==> src/rtl/ccp_pkg.sv <==
// Shared constants and carrier types for the cluster register clear and preset controller.
package ccp_pkg;

   // ****************************************************************
   // Sizes
   // ****************************************************************
   localparam int NUM_CELLS = 10;
   localparam int NUM_GLOBAL = 4;
   localparam int ADDR_W = 8;

   // ****************************************************************
   // Register byte offsets
   // ****************************************************************
   localparam logic [7:0] ADDR_CTRL = 8'h00;
   localparam logic [7:0] ADDR_GLOBAL = 8'h04;
   localparam logic [7:0] ADDR_GPIO = 8'h08;
   localparam logic [7:0] ADDR_CELL_CFG = 8'h0c;
   localparam logic [7:0] ADDR_CELL_DATA = 8'h10;
   localparam logic [7:0] ADDR_POWERUP = 8'h14;
   localparam logic [7:0] ADDR_STATUS = 8'h18;

   // ****************************************************************
   // Control register fields
   // ****************************************************************
   localparam int CTRL_SCLR = 0;
   localparam int CTRL_SLOAD = 1;
   localparam int CTRL_ENA = 2;
   localparam int CTRL_ACLR1 = 3;
   localparam int CTRL_ALOAD = 4;
   localparam int CTRL_ALOAD_ONE = 5;
   localparam int CTRL_PWR_LOAD = 6;

   // ****************************************************************
   // Global register fields
   // ****************************************************************
   localparam int GLB_PIN_CLK = 0;
   localparam int GLB_INT_VAL = 4;
   localparam int GLB_INT_SEL = 8;
   localparam int GLB_COL_EN = 12;
   localparam int GLB_CLK0_SEL = 16;
   localparam int GLB_CLK1_SEL = 18;
   localparam int GLB_CLR_SEL = 20;

   // ****************************************************************
   // GPIO register fields
   // ****************************************************************
   localparam int GPIO_OUT = 0;
   localparam int GPIO_OE = 4;
   localparam int GPIO_CWC_OUT = 8;
   localparam int GPIO_CWC_OE = 9;

   // ****************************************************************
   // Cell configuration, data and status fields
   // ****************************************************************
   localparam int CFG_CLK_PICK = 0;
   localparam int CFG_CLR_PICK = 10;
   localparam int CFG_CHAIN_SEL = 20;
   localparam int DAT_DATA = 0;
   localparam int DAT_FOURTH = 10;
   localparam int DAT_CASCADE = 20;
   localparam int STS_Q = 0;
   localparam int STS_PINS = 10;
   localparam int STS_CWC_PIN = 14;
   localparam int STS_HOLD = 15;
   localparam int STS_COLUMN = 16;

   // ****************************************************************
   // Writable masks and reset values
   // ****************************************************************
   localparam logic [31:0] MASK_CTRL = 32'h0000_003f;
   localparam logic [31:0] MASK_GLOBAL = 32'h003f_ffff;
   localparam logic [31:0] MASK_GPIO = 32'h0000_03ff;
   localparam logic [31:0] MASK_CELL = 32'h3fff_ffff;
   localparam logic [31:0] MASK_POWERUP = 32'h0000_03ff;
   localparam logic [31:0] RST_CTRL = 32'h0000_0004;
   localparam logic [31:0] RST_GLOBAL = 32'h0000_f000;
   localparam logic [31:0] RST_ZERO = 32'h0000_0000;
   localparam logic RST_CELL_Q = 1'b0;

   // Clear hold state machine, Gray coded.
   typedef enum logic [1:0] {
      CCP_HOLD = 2'b00,
      CCP_USER = 2'b01
   } ccp_state_t;

   // Per-cell register controls, gathered from the cluster-wide lines.
   typedef struct packed {
      logic chip_clr;
      logic aclr;
      logic aload;
      logic aload_one;
      logic pwr_load;
      logic pwr_val;
      logic clk_evt;
      logic ena;
      logic sclr;
      logic sload;
   } ccp_cell_ctrl_t;

endpackage

==> src/rtl/ccp_sync2.sv <==
// Two flip-flop synchroniser for pin inputs.
`timescale 1ns/1ps
module ccp_sync2 #(
   parameter int WIDTH = 1
)
(
   input wire logic clk_in,
   input wire logic sys_rst_in,
   input wire logic [WIDTH-1:0] async_in,
   output logic [WIDTH-1:0] sync_out
);
   logic [WIDTH-1:0] meta;

   always_ff @(posedge clk_in)
   begin
      if (sys_rst_in)
      begin
         meta <= '0;
         sync_out <= '0;
      end
      else
      begin
         meta <= async_in;
         sync_out <= meta;
      end
   end
endmodule

==> src/rtl/ccp_cell.sv <==
// One cell register with chip clear, asynchronous clear and load, and clocked controls.
`timescale 1ns/1ps
module ccp_cell
(
   input wire logic clk_in,
   input wire logic sys_rst_in,
   input wire ccp_pkg::ccp_cell_ctrl_t ctrl_in,
   input wire logic d_in,
   input wire logic load_data_in,
   output logic q_out
);
   always_ff @(posedge clk_in)
   begin
      if (sys_rst_in)
      begin
         q_out <= ccp_pkg::RST_CELL_Q;
      end
      else if (ctrl_in.chip_clr)
      begin
         q_out <= 1'b0;
      end
      else if (ctrl_in.aclr)
      begin
         q_out <= 1'b0;
      end
      else if (ctrl_in.aload)
      begin
         q_out <= ctrl_in.aload_one ? 1'b1 : load_data_in;
      end
      else if (ctrl_in.pwr_load)
      begin
         q_out <= ctrl_in.pwr_val;
      end
      else if (ctrl_in.clk_evt && ctrl_in.ena)
      begin
         if (ctrl_in.sclr)
         begin
            q_out <= 1'b0;
         end
         else if (ctrl_in.sload)
         begin
            q_out <= load_data_in;
         end
         else
         begin
            q_out <= d_in;
         end
      end
   end
endmodule

==> src/rtl/ccp_cluster_ctrl.sv <==
// Logic cluster register control with global network, chip-wide clear and APB registers.
//
// Chosen here: the register addresses and the APB slave port.
`timescale 1ns/1ps
module ccp_cluster_ctrl #(
   parameter logic CWC_ENABLE = 1'b1
)
(
   input wire logic clk_in,
   input wire logic sys_rst_in,
   input wire logic [7:0] paddr_in,
   input wire logic psel_in,
   input wire logic penable_in,
   input wire logic pwrite_in,
   input wire logic [31:0] pwdata_in,
   output logic [31:0] prdata_out,
   output logic pready_out,
   output logic pslverr_out,
   input wire logic [3:0] global_clock_pins_in,
   output logic [3:0] global_clock_pins_out,
   output logic [3:0] global_clock_pins_oe_out,
   input wire logic chip_wide_clear_pin_n_in,
   output logic chip_wide_clear_pin_n_out,
   output logic chip_wide_clear_pin_n_oe_out,
   output logic [9:0] cell_q_out
);

   // ****************************************************************
   // Declarations
   // ****************************************************************
   logic [31:0] ctrl_reg;
   logic [31:0] global_reg;
   logic [31:0] gpio_reg;
   logic [31:0] cell_cfg_reg;
   logic [31:0] cell_data_reg;
   logic [31:0] powerup_reg;
   logic pwr_load_pulse;
   logic [3:0] pins_sync;
   logic cwc_pin_sync;
   ccp_pkg::ccp_state_t state;
   ccp_pkg::ccp_state_t next_state;
   logic chip_clr;
   logic [3:0] global_line;
   logic [3:0] column_line;
   logic [3:0] column_prev;
   logic [1:0] clk_sel0;
   logic [1:0] clk_sel1;
   logic [1:0] clr_sel;
   logic cluster_clk0;
   logic cluster_clk1;
   logic evt0;
   logic evt1;
   logic aclr0;
   logic aclr1;
   logic [9:0] comb;
   logic [9:0] cell_d;
   logic [9:0] q;
   logic [31:0] next_prdata;
   logic next_slverr;
   logic wr_en;
   logic [31:0] status_word;

   // ****************************************************************
   // Pin synchronisers
   // ****************************************************************
   ccp_sync2 #(
      .WIDTH(4)
   ) u_sync_gclk (
      .clk_in(clk_in),
      .sys_rst_in(sys_rst_in),
      .async_in(global_clock_pins_in),
      .sync_out(pins_sync)
   );

   ccp_sync2 #(
      .WIDTH(1)
   ) u_sync_cwc (
      .clk_in(clk_in),
      .sys_rst_in(sys_rst_in),
      .async_in(chip_wide_clear_pin_n_in),
      .sync_out(cwc_pin_sync)
   );

   // ****************************************************************
   // APB slave
   // ****************************************************************
   // Zero wait states: pready rises in the first access cycle.
   assign wr_en = psel_in && penable_in && pwrite_in && pready_out;

   always_ff @(posedge clk_in)
   begin
      if (sys_rst_in)
      begin
         pready_out <= 1'b0;
         prdata_out <= ccp_pkg::RST_ZERO;
         pslverr_out <= 1'b0;
      end
      else
      begin
         pready_out <= psel_in && !penable_in;
         prdata_out <= next_prdata;
         pslverr_out <= next_slverr;
      end
   end

   always_comb
   begin
      status_word = ccp_pkg::RST_ZERO;
      status_word[ccp_pkg::STS_Q +: 10] = q;
      status_word[ccp_pkg::STS_PINS +: 4] = pins_sync;
      status_word[ccp_pkg::STS_CWC_PIN] = cwc_pin_sync;
      status_word[ccp_pkg::STS_HOLD] = (state == ccp_pkg::CCP_HOLD);
      status_word[ccp_pkg::STS_COLUMN +: 4] = column_line;
   end

   always_comb
   begin
      next_prdata = ccp_pkg::RST_ZERO;
      next_slverr = 1'b0;
      if (psel_in && !penable_in)
      begin
         case (paddr_in)
            ccp_pkg::ADDR_CTRL: next_prdata = ctrl_reg;
            ccp_pkg::ADDR_GLOBAL: next_prdata = global_reg;
            ccp_pkg::ADDR_GPIO: next_prdata = gpio_reg;
            ccp_pkg::ADDR_CELL_CFG: next_prdata = cell_cfg_reg;
            ccp_pkg::ADDR_CELL_DATA: next_prdata = cell_data_reg;
            ccp_pkg::ADDR_POWERUP: next_prdata = powerup_reg;
            ccp_pkg::ADDR_STATUS: next_prdata = status_word;
            default: next_slverr = 1'b1;
         endcase
      end
   end

   always_ff @(posedge clk_in)
   begin
      if (sys_rst_in)
      begin
         ctrl_reg <= ccp_pkg::RST_CTRL;
         global_reg <= ccp_pkg::RST_GLOBAL;
         gpio_reg <= ccp_pkg::RST_ZERO;
         cell_cfg_reg <= ccp_pkg::RST_ZERO;
         cell_data_reg <= ccp_pkg::RST_ZERO;
         powerup_reg <= ccp_pkg::RST_ZERO;
      end
      else if (wr_en)
      begin
         case (paddr_in)
            ccp_pkg::ADDR_CTRL: ctrl_reg <= pwdata_in & ccp_pkg::MASK_CTRL;
            ccp_pkg::ADDR_GLOBAL: global_reg <= pwdata_in & ccp_pkg::MASK_GLOBAL;
            ccp_pkg::ADDR_GPIO: gpio_reg <= pwdata_in & ccp_pkg::MASK_GPIO;
            ccp_pkg::ADDR_CELL_CFG: cell_cfg_reg <= pwdata_in & ccp_pkg::MASK_CELL;
            ccp_pkg::ADDR_CELL_DATA: cell_data_reg <= pwdata_in & ccp_pkg::MASK_CELL;
            ccp_pkg::ADDR_POWERUP: powerup_reg <= pwdata_in & ccp_pkg::MASK_POWERUP;
            default:
            begin
            end
         endcase
      end
   end

   // The power-up load bit is a strobe; it is never stored.
   always_ff @(posedge clk_in)
   begin
      if (sys_rst_in)
      begin
         pwr_load_pulse <= 1'b0;
      end
      else
      begin
         pwr_load_pulse <= wr_en && (paddr_in == ccp_pkg::ADDR_CTRL)
            && pwdata_in[ccp_pkg::CTRL_PWR_LOAD];
      end
   end

   // ****************************************************************
   // Chip-wide clear and power-up hold
   // ****************************************************************
   always_comb
   begin
      next_state = state;
      case (state)
         ccp_pkg::CCP_HOLD:
         begin
            if (!CWC_ENABLE || cwc_pin_sync)
            begin
               next_state = ccp_pkg::CCP_USER;
            end
         end
         ccp_pkg::CCP_USER: next_state = ccp_pkg::CCP_USER;
         default: next_state = ccp_pkg::CCP_HOLD;
      endcase
   end

   always_ff @(posedge clk_in)
   begin
      if (sys_rst_in)
      begin
         state <= ccp_pkg::CCP_HOLD;
      end
      else
      begin
         state <= next_state;
      end
   end

   // The clear comes from its own pin, never from a global line.
   // pin clears all cell registers
   assign chip_clr = CWC_ENABLE && ((state == ccp_pkg::CCP_HOLD) || !cwc_pin_sync);

   // ****************************************************************
   // Pin drivers
   // ****************************************************************
   always_ff @(posedge clk_in)
   begin
      if (sys_rst_in)
      begin
         global_clock_pins_out <= 4'h0;
         global_clock_pins_oe_out <= 4'h0;
         chip_wide_clear_pin_n_out <= 1'b0;
         chip_wide_clear_pin_n_oe_out <= 1'b0;
      end
      else
      begin
         global_clock_pins_out <= gpio_reg[ccp_pkg::GPIO_OUT +: 4];
         global_clock_pins_oe_out <= gpio_reg[ccp_pkg::GPIO_OE +: 4]
            & ~global_reg[ccp_pkg::GLB_PIN_CLK +: 4];
         chip_wide_clear_pin_n_out <= gpio_reg[ccp_pkg::GPIO_CWC_OUT];
         chip_wide_clear_pin_n_oe_out <= !CWC_ENABLE && gpio_reg[ccp_pkg::GPIO_CWC_OE];
      end
   end

   // ****************************************************************
   // Global network and column buffers
   // ****************************************************************
   always_comb
   begin
      for (int i = 0; i < ccp_pkg::NUM_GLOBAL; i++)
      begin
         if (global_reg[ccp_pkg::GLB_INT_SEL + i])
         begin
            global_line[i] = global_reg[ccp_pkg::GLB_INT_VAL + i];
         end
         else
         begin
            global_line[i] = global_reg[ccp_pkg::GLB_PIN_CLK + i] && pins_sync[i];
         end
      end
   end

   // Lines are registered once so edge detection sees clean levels.
   always_ff @(posedge clk_in)
   begin
      if (sys_rst_in)
      begin
         column_line <= 4'h0;
         column_prev <= 4'h0;
      end
      else
      begin
         column_line <= global_line & global_reg[ccp_pkg::GLB_COL_EN +: 4];
         column_prev <= column_line;
      end
   end

   // ****************************************************************
   // Cluster clock and control selection
   // ****************************************************************
   assign clk_sel0 = global_reg[ccp_pkg::GLB_CLK0_SEL +: 2];
   assign clk_sel1 = global_reg[ccp_pkg::GLB_CLK1_SEL +: 2];
   assign clr_sel = global_reg[ccp_pkg::GLB_CLR_SEL +: 2];
   assign cluster_clk0 = column_line[clk_sel0];
   assign cluster_clk1 = column_line[clk_sel1];
   assign evt0 = cluster_clk0 && !column_prev[clk_sel0];
   assign evt1 = cluster_clk1 && !column_prev[clk_sel1];
   assign aclr0 = column_line[clr_sel];
   assign aclr1 = ctrl_reg[ccp_pkg::CTRL_ACLR1];

   // ****************************************************************
   // Cascade chains and cells
   // ****************************************************************
   always_comb
   begin
      comb[0] = cell_data_reg[ccp_pkg::DAT_DATA];
      for (int i = 1; i < ccp_pkg::NUM_CELLS; i++)
      begin
         comb[i] = cell_data_reg[ccp_pkg::DAT_DATA + i]
            ^ (cell_data_reg[ccp_pkg::DAT_CASCADE + i] && comb[i-1]);
      end
   end

   always_comb
   begin
      cell_d[0] = comb[0];
      for (int i = 1; i < ccp_pkg::NUM_CELLS; i++)
      begin
         cell_d[i] = cell_cfg_reg[ccp_pkg::CFG_CHAIN_SEL + i] ? q[i-1] : comb[i];
      end
   end

   genvar g;
   generate
      for (g = 0; g < ccp_pkg::NUM_CELLS; g++)
      begin : gen_cell
         ccp_pkg::ccp_cell_ctrl_t cell_ctrl;

         always_comb
         begin
            cell_ctrl.chip_clr = chip_clr;
            cell_ctrl.aclr = cell_cfg_reg[ccp_pkg::CFG_CLR_PICK + g] ? aclr1 : aclr0;
            cell_ctrl.aload = ctrl_reg[ccp_pkg::CTRL_ALOAD];
            cell_ctrl.aload_one = ctrl_reg[ccp_pkg::CTRL_ALOAD_ONE];
            cell_ctrl.pwr_load = pwr_load_pulse;
            cell_ctrl.pwr_val = powerup_reg[g];
            cell_ctrl.clk_evt = cell_cfg_reg[ccp_pkg::CFG_CLK_PICK + g] ? evt1 : evt0;
            cell_ctrl.ena = ctrl_reg[ccp_pkg::CTRL_ENA];
            cell_ctrl.sclr = ctrl_reg[ccp_pkg::CTRL_SCLR];
            cell_ctrl.sload = ctrl_reg[ccp_pkg::CTRL_SLOAD];
         end

         ccp_cell u_cell (
            .clk_in(clk_in),
            .sys_rst_in(sys_rst_in),
            .ctrl_in(cell_ctrl),
            .d_in(cell_d[g]),
            .load_data_in(cell_data_reg[ccp_pkg::DAT_FOURTH + g]),
            .q_out(q[g])
         );
      end
   endgenerate

   assign cell_q_out = q;

endmodule

==> config.mk <==
export PLATFORM = sky130hd
export DESIGN_NAME = ccp_cluster_ctrl
export DESIGN_NICKNAME = d
export VERILOG_FILES = /design/src/rtl/ccp_pkg.sv /design/src/rtl/ccp_sync2.sv /design/src/rtl/ccp_cell.sv /design/src/rtl/ccp_cluster_ctrl.sv
export SDC_FILE = /design/constraint.sdc
export NUM_CORES = 1
export LEC_CHECK = 0
export BUFFER_PORTS_ARGS = -buffer_cell sky130_fd_sc_hd__buf_2
export CORE_MARGIN = 1.5
export CORE_UTILIZATION = 55
export DETAILED_ROUTE_END_ITERATION = 12
export PLACE_DENSITY = 0.74
export SYNTH_ARGS = -nofsm -noshare
export SYNTH_HDL_FRONTEND = slang
export SYNTH_HIERARCHICAL = 1
export SYNTH_SLANG_ARGS = --single-unit
==> constraint.sdc <==
create_clock -name clk_in -period 7.3 [get_ports clk_in]
set_input_delay 0 -clock clk_in [delete_from_list [all_inputs] [get_ports clk_in]]
set_output_delay 0 -clock clk_in [all_outputs]
set_load 0.02 [all_outputs]
==> impl_metrics.tcl <==
set metrics [dict create \
    status "completed" \
    cp_data_required_time_ns 7.68 \
    slowest_delay_ns 0.50 \
    wl_met3_mm 2.02 \
    slowest_stage "dfxtp_1" \
    arrival_ns 3.60 \
    synthTopCellsByArea "dfxtp_1 46%, nand2_1 11%, a21oi_1 8.5%" \
    hold_start "paddr_in[7]" \
    clk_latency_ns 0.44 \
    ys_warn_count 6 \
    synth_cells 966 \
    dieHeight_um 122 \
    synthSimpleGateAreaFrac_pct 24.2 \
    postSynthAreaPerCell_sq_um 8.08 \
    drt-met1-wl_mm 10.4 \
    setup_viol 0 \
    cts_tree "done" \
    area_delta_synth_final_pct 20.4 \
    rsz0062_at_grt "false" \
    dr.pass1.iters 8 \
    fp.dieW_um 122 \
    dpl.hpwl_mm 15.7 \
    p_sw_uw 428 \
    cts-root-buf "clkbuf_16" \
    synth_cell_types 58 \
    topRoutingLayerUsed "met4" \
    cts_htree_levels 4 \
    post_cts_buffers 0 \
    portBuffers 98 \
    clkPwrFrac_pct 47.8 \
    tns_ns 0 \
    synth.mux.area_fraction_pct 5.21 \
    viasPerCell 5.99 \
    wl_per_cell_um 19.0 \
    slew_viol_final 0 \
    peakVddDrop_mv 0.185 \
    clock-skew-final_ns 0.00776 \
    cts_num_sinks 179 \
    cap_violations 0 \
    hp-class "input port to register" \
    fin_util_pct 67.7 \
    dieArea_sq_mm 0.0149 \
    grt_pass1_vias 6947 \
    synth-adder-area-share_pct 0 \
    max_slew.worst_pin.slew_ns 1.13 \
    drive_gt1_share_pct 14.8 \
    ys_ff_latch 179 \
    end_kind "register" \
    synth_top_family_by_area "simple AND/OR/NAND/NOR gates" \
    min_period_ns 3.23 \
    drcViolationCount 0 \
    netlist.area_leader.share_pct 45.9 \
    fin_crit_sh_pct 44.2 \
    r2r-start "cell_data_reg[0]$_SDFFE_PP0P_" \
    cts_hold_buf 37 \
    post_cts_resized 0 \
    coreArea_sq_mm 0.0139 \
    clkTransAtPathRegs_ns 0.07 \
    synth_compound_area_share_pct 20.6 \
    switching_share_pct 21.2 \
    synth_area_leader_cell "dfxtp_1" \
    startpoint "cell_data_reg[0]$_SDFFE_PP0P_" \
    diodes 0 \
    final_net_count 1123 \
    synthXorXnorAreaFrac_pct 0.449 \
    grt_pass1_wl_mm 37.7 \
    intPower_mw 1.59 \
    r2r_setup_slack_ns 4.07 \
    finalHoldViolCount 0 \
    vias 7583 \
    startpoint_type "register" \
    path_class "register to register" \
    ios 104 \
    ant_nets 0 \
    grt_use_total_pct 33.3 \
    seqPwrFrac_pct 48.6 \
    worstPathMaxFanout 7 \
    gp_congestion 0.952 \
    synth_most_common_cell "nand2_1" \
    synth_edf_count 0 \
    synth-seq-area-share_pct 45.9 \
    p_leak_nw 3.26 \
    syn_area_sq_mm 0.00781 \
    wl_met2_mm 10.9 \
    routed_wirelength_mm 24.1 \
    relSlewSlack_pct 24.8 \
    grt-ovfl-total 0 \
    comb_power_share_pct 3.6 \
    fmax_mhz 310 \
    placementRows 43 \
    cts_made_buffers 17 \
    drtIter0Drc 869 \
    crit_chain "and3b_2 > o2111ai_2 > a2111o_1 > o2111a_2 > o311a_1 > or3b_1 > a31oi_1 > mux2i_1 > or4_1 > a21oi_1" \
    synth_common_cells "236 x nand2_1, 179 x dfxtp_1, 133 x a21oi_1, 62 x nor2_1, 52 x clkbuf_1" \
    clk_path_buf_depth 2 \
    async_flop_share_pct 0 \
    power.density_mw_per_mm2 215 \
    antenna_found_initial 0 \
    initial_utilization_pct 56.3 \
    grt_max_degree 89 \
    synth_ff_type "dfxtp_1" \
]
cell type report:
| cell class | instances | area [sq um] |
|---|---|---|
| inverters | 12 | 45.0 |
| multi-input cells | 717 | 3980 |
| clock inverters | 8 | 124 |
| clock buffers | 23 | 498 |
| repair buffers | 146 | 946 |
| fillers | 1154 | 4480 |
| flip-flops and latches | 179 | 3580 |
| well taps | 180 | 225 |
cells in the final DEF (no fill, tap or decap), types with 12 or more instances in the layout:
cell type	synthesis	layout
clkbuf_16	0	17
nand2_1	236	236
o21ai_0	26	26
a22oi_1	43	43
nor2b_1	36	36
buf_4	3	12
a221oi_1	15	15
mux2_2	13	13
dfxtp_1	179	179
a21oi_1	133	133
nand3_1	18	18
dlygate4sd3_1	0	37
nor2_1	62	62
buf_2	2	97
inv_1	12	12
mux2i_1	26	26
critical path: cells and delay by family (launching register included):
family / cells / cell delay [ns]
AO/OA/AOI/OAI: 6 / 1.48
multiplexers: 1 / 0.13
AND/OR/NAND/NOR: 3 / 1.06
flip-flops: 1 / 0.50
metal layers:
layer  global-route usage, %  up-vias
li1                        -     3609
met1                    44.9     3536
met2                    51.7      374
met3                    7.21       64
met4                    14.0        0
met5                       0        -
path summary, 6_finish.rpt:
path / depth (start not counted) / to
worst max register to register: 10 / gen_cell[8].u_cell/q_out$_SDFFE_PP0P_
worst min-delay path: 4 / pslverr_out$_SDFF_PP0_
worst max-delay path: 10 / gen_cell[8].u_cell/q_out$_SDFFE_PP0P_
worst min register to register: 1 / u_sync_gclk/sync_out[0]$_SDFF_PP0_
power by group through the flow:
stage	Sequential [mW]	Clock (mW)	Combinational (mW)
finish	0.981	0.964	0.0729
global route	0.981	1.01	0.0774
CTS	0.981	0.966	0.0708
detailed placement	1.00	0	0.0556
global placement	1.00	0	0.0555
floorplan	1.00	0	0.0254
per-stage QoR:
stage               worst slack, ns  power, mW  instance area [sq um]  hold slack (ns)  instances
global route                   3.93       2.07                   9400           0.0937       1265
finish                         4.07       2.02                   9400           0.0508       1265
CTS                            4.09       2.02                   9400           0.0306       1265
global placement               4.12       1.06                   8410            0.207       1197
detailed placement             4.10       1.06                   8410            0.215       1197
floorplan                      4.43       1.03                   7820           0.0716        968
kinds of logic after synthesis:
| family | count (synthesis) |
|---|---|
| flip-flops | 179 |
| multiplexers | 39 |
| buffers and inverters | 72 |
| AO/OA/AOI/OAI | 257 |
| XOR/XNOR | 4 |
| other | 1 |
| AND/OR/NAND/NOR | 414 |
Note: power is estimated with default switching activity, not from simulation.
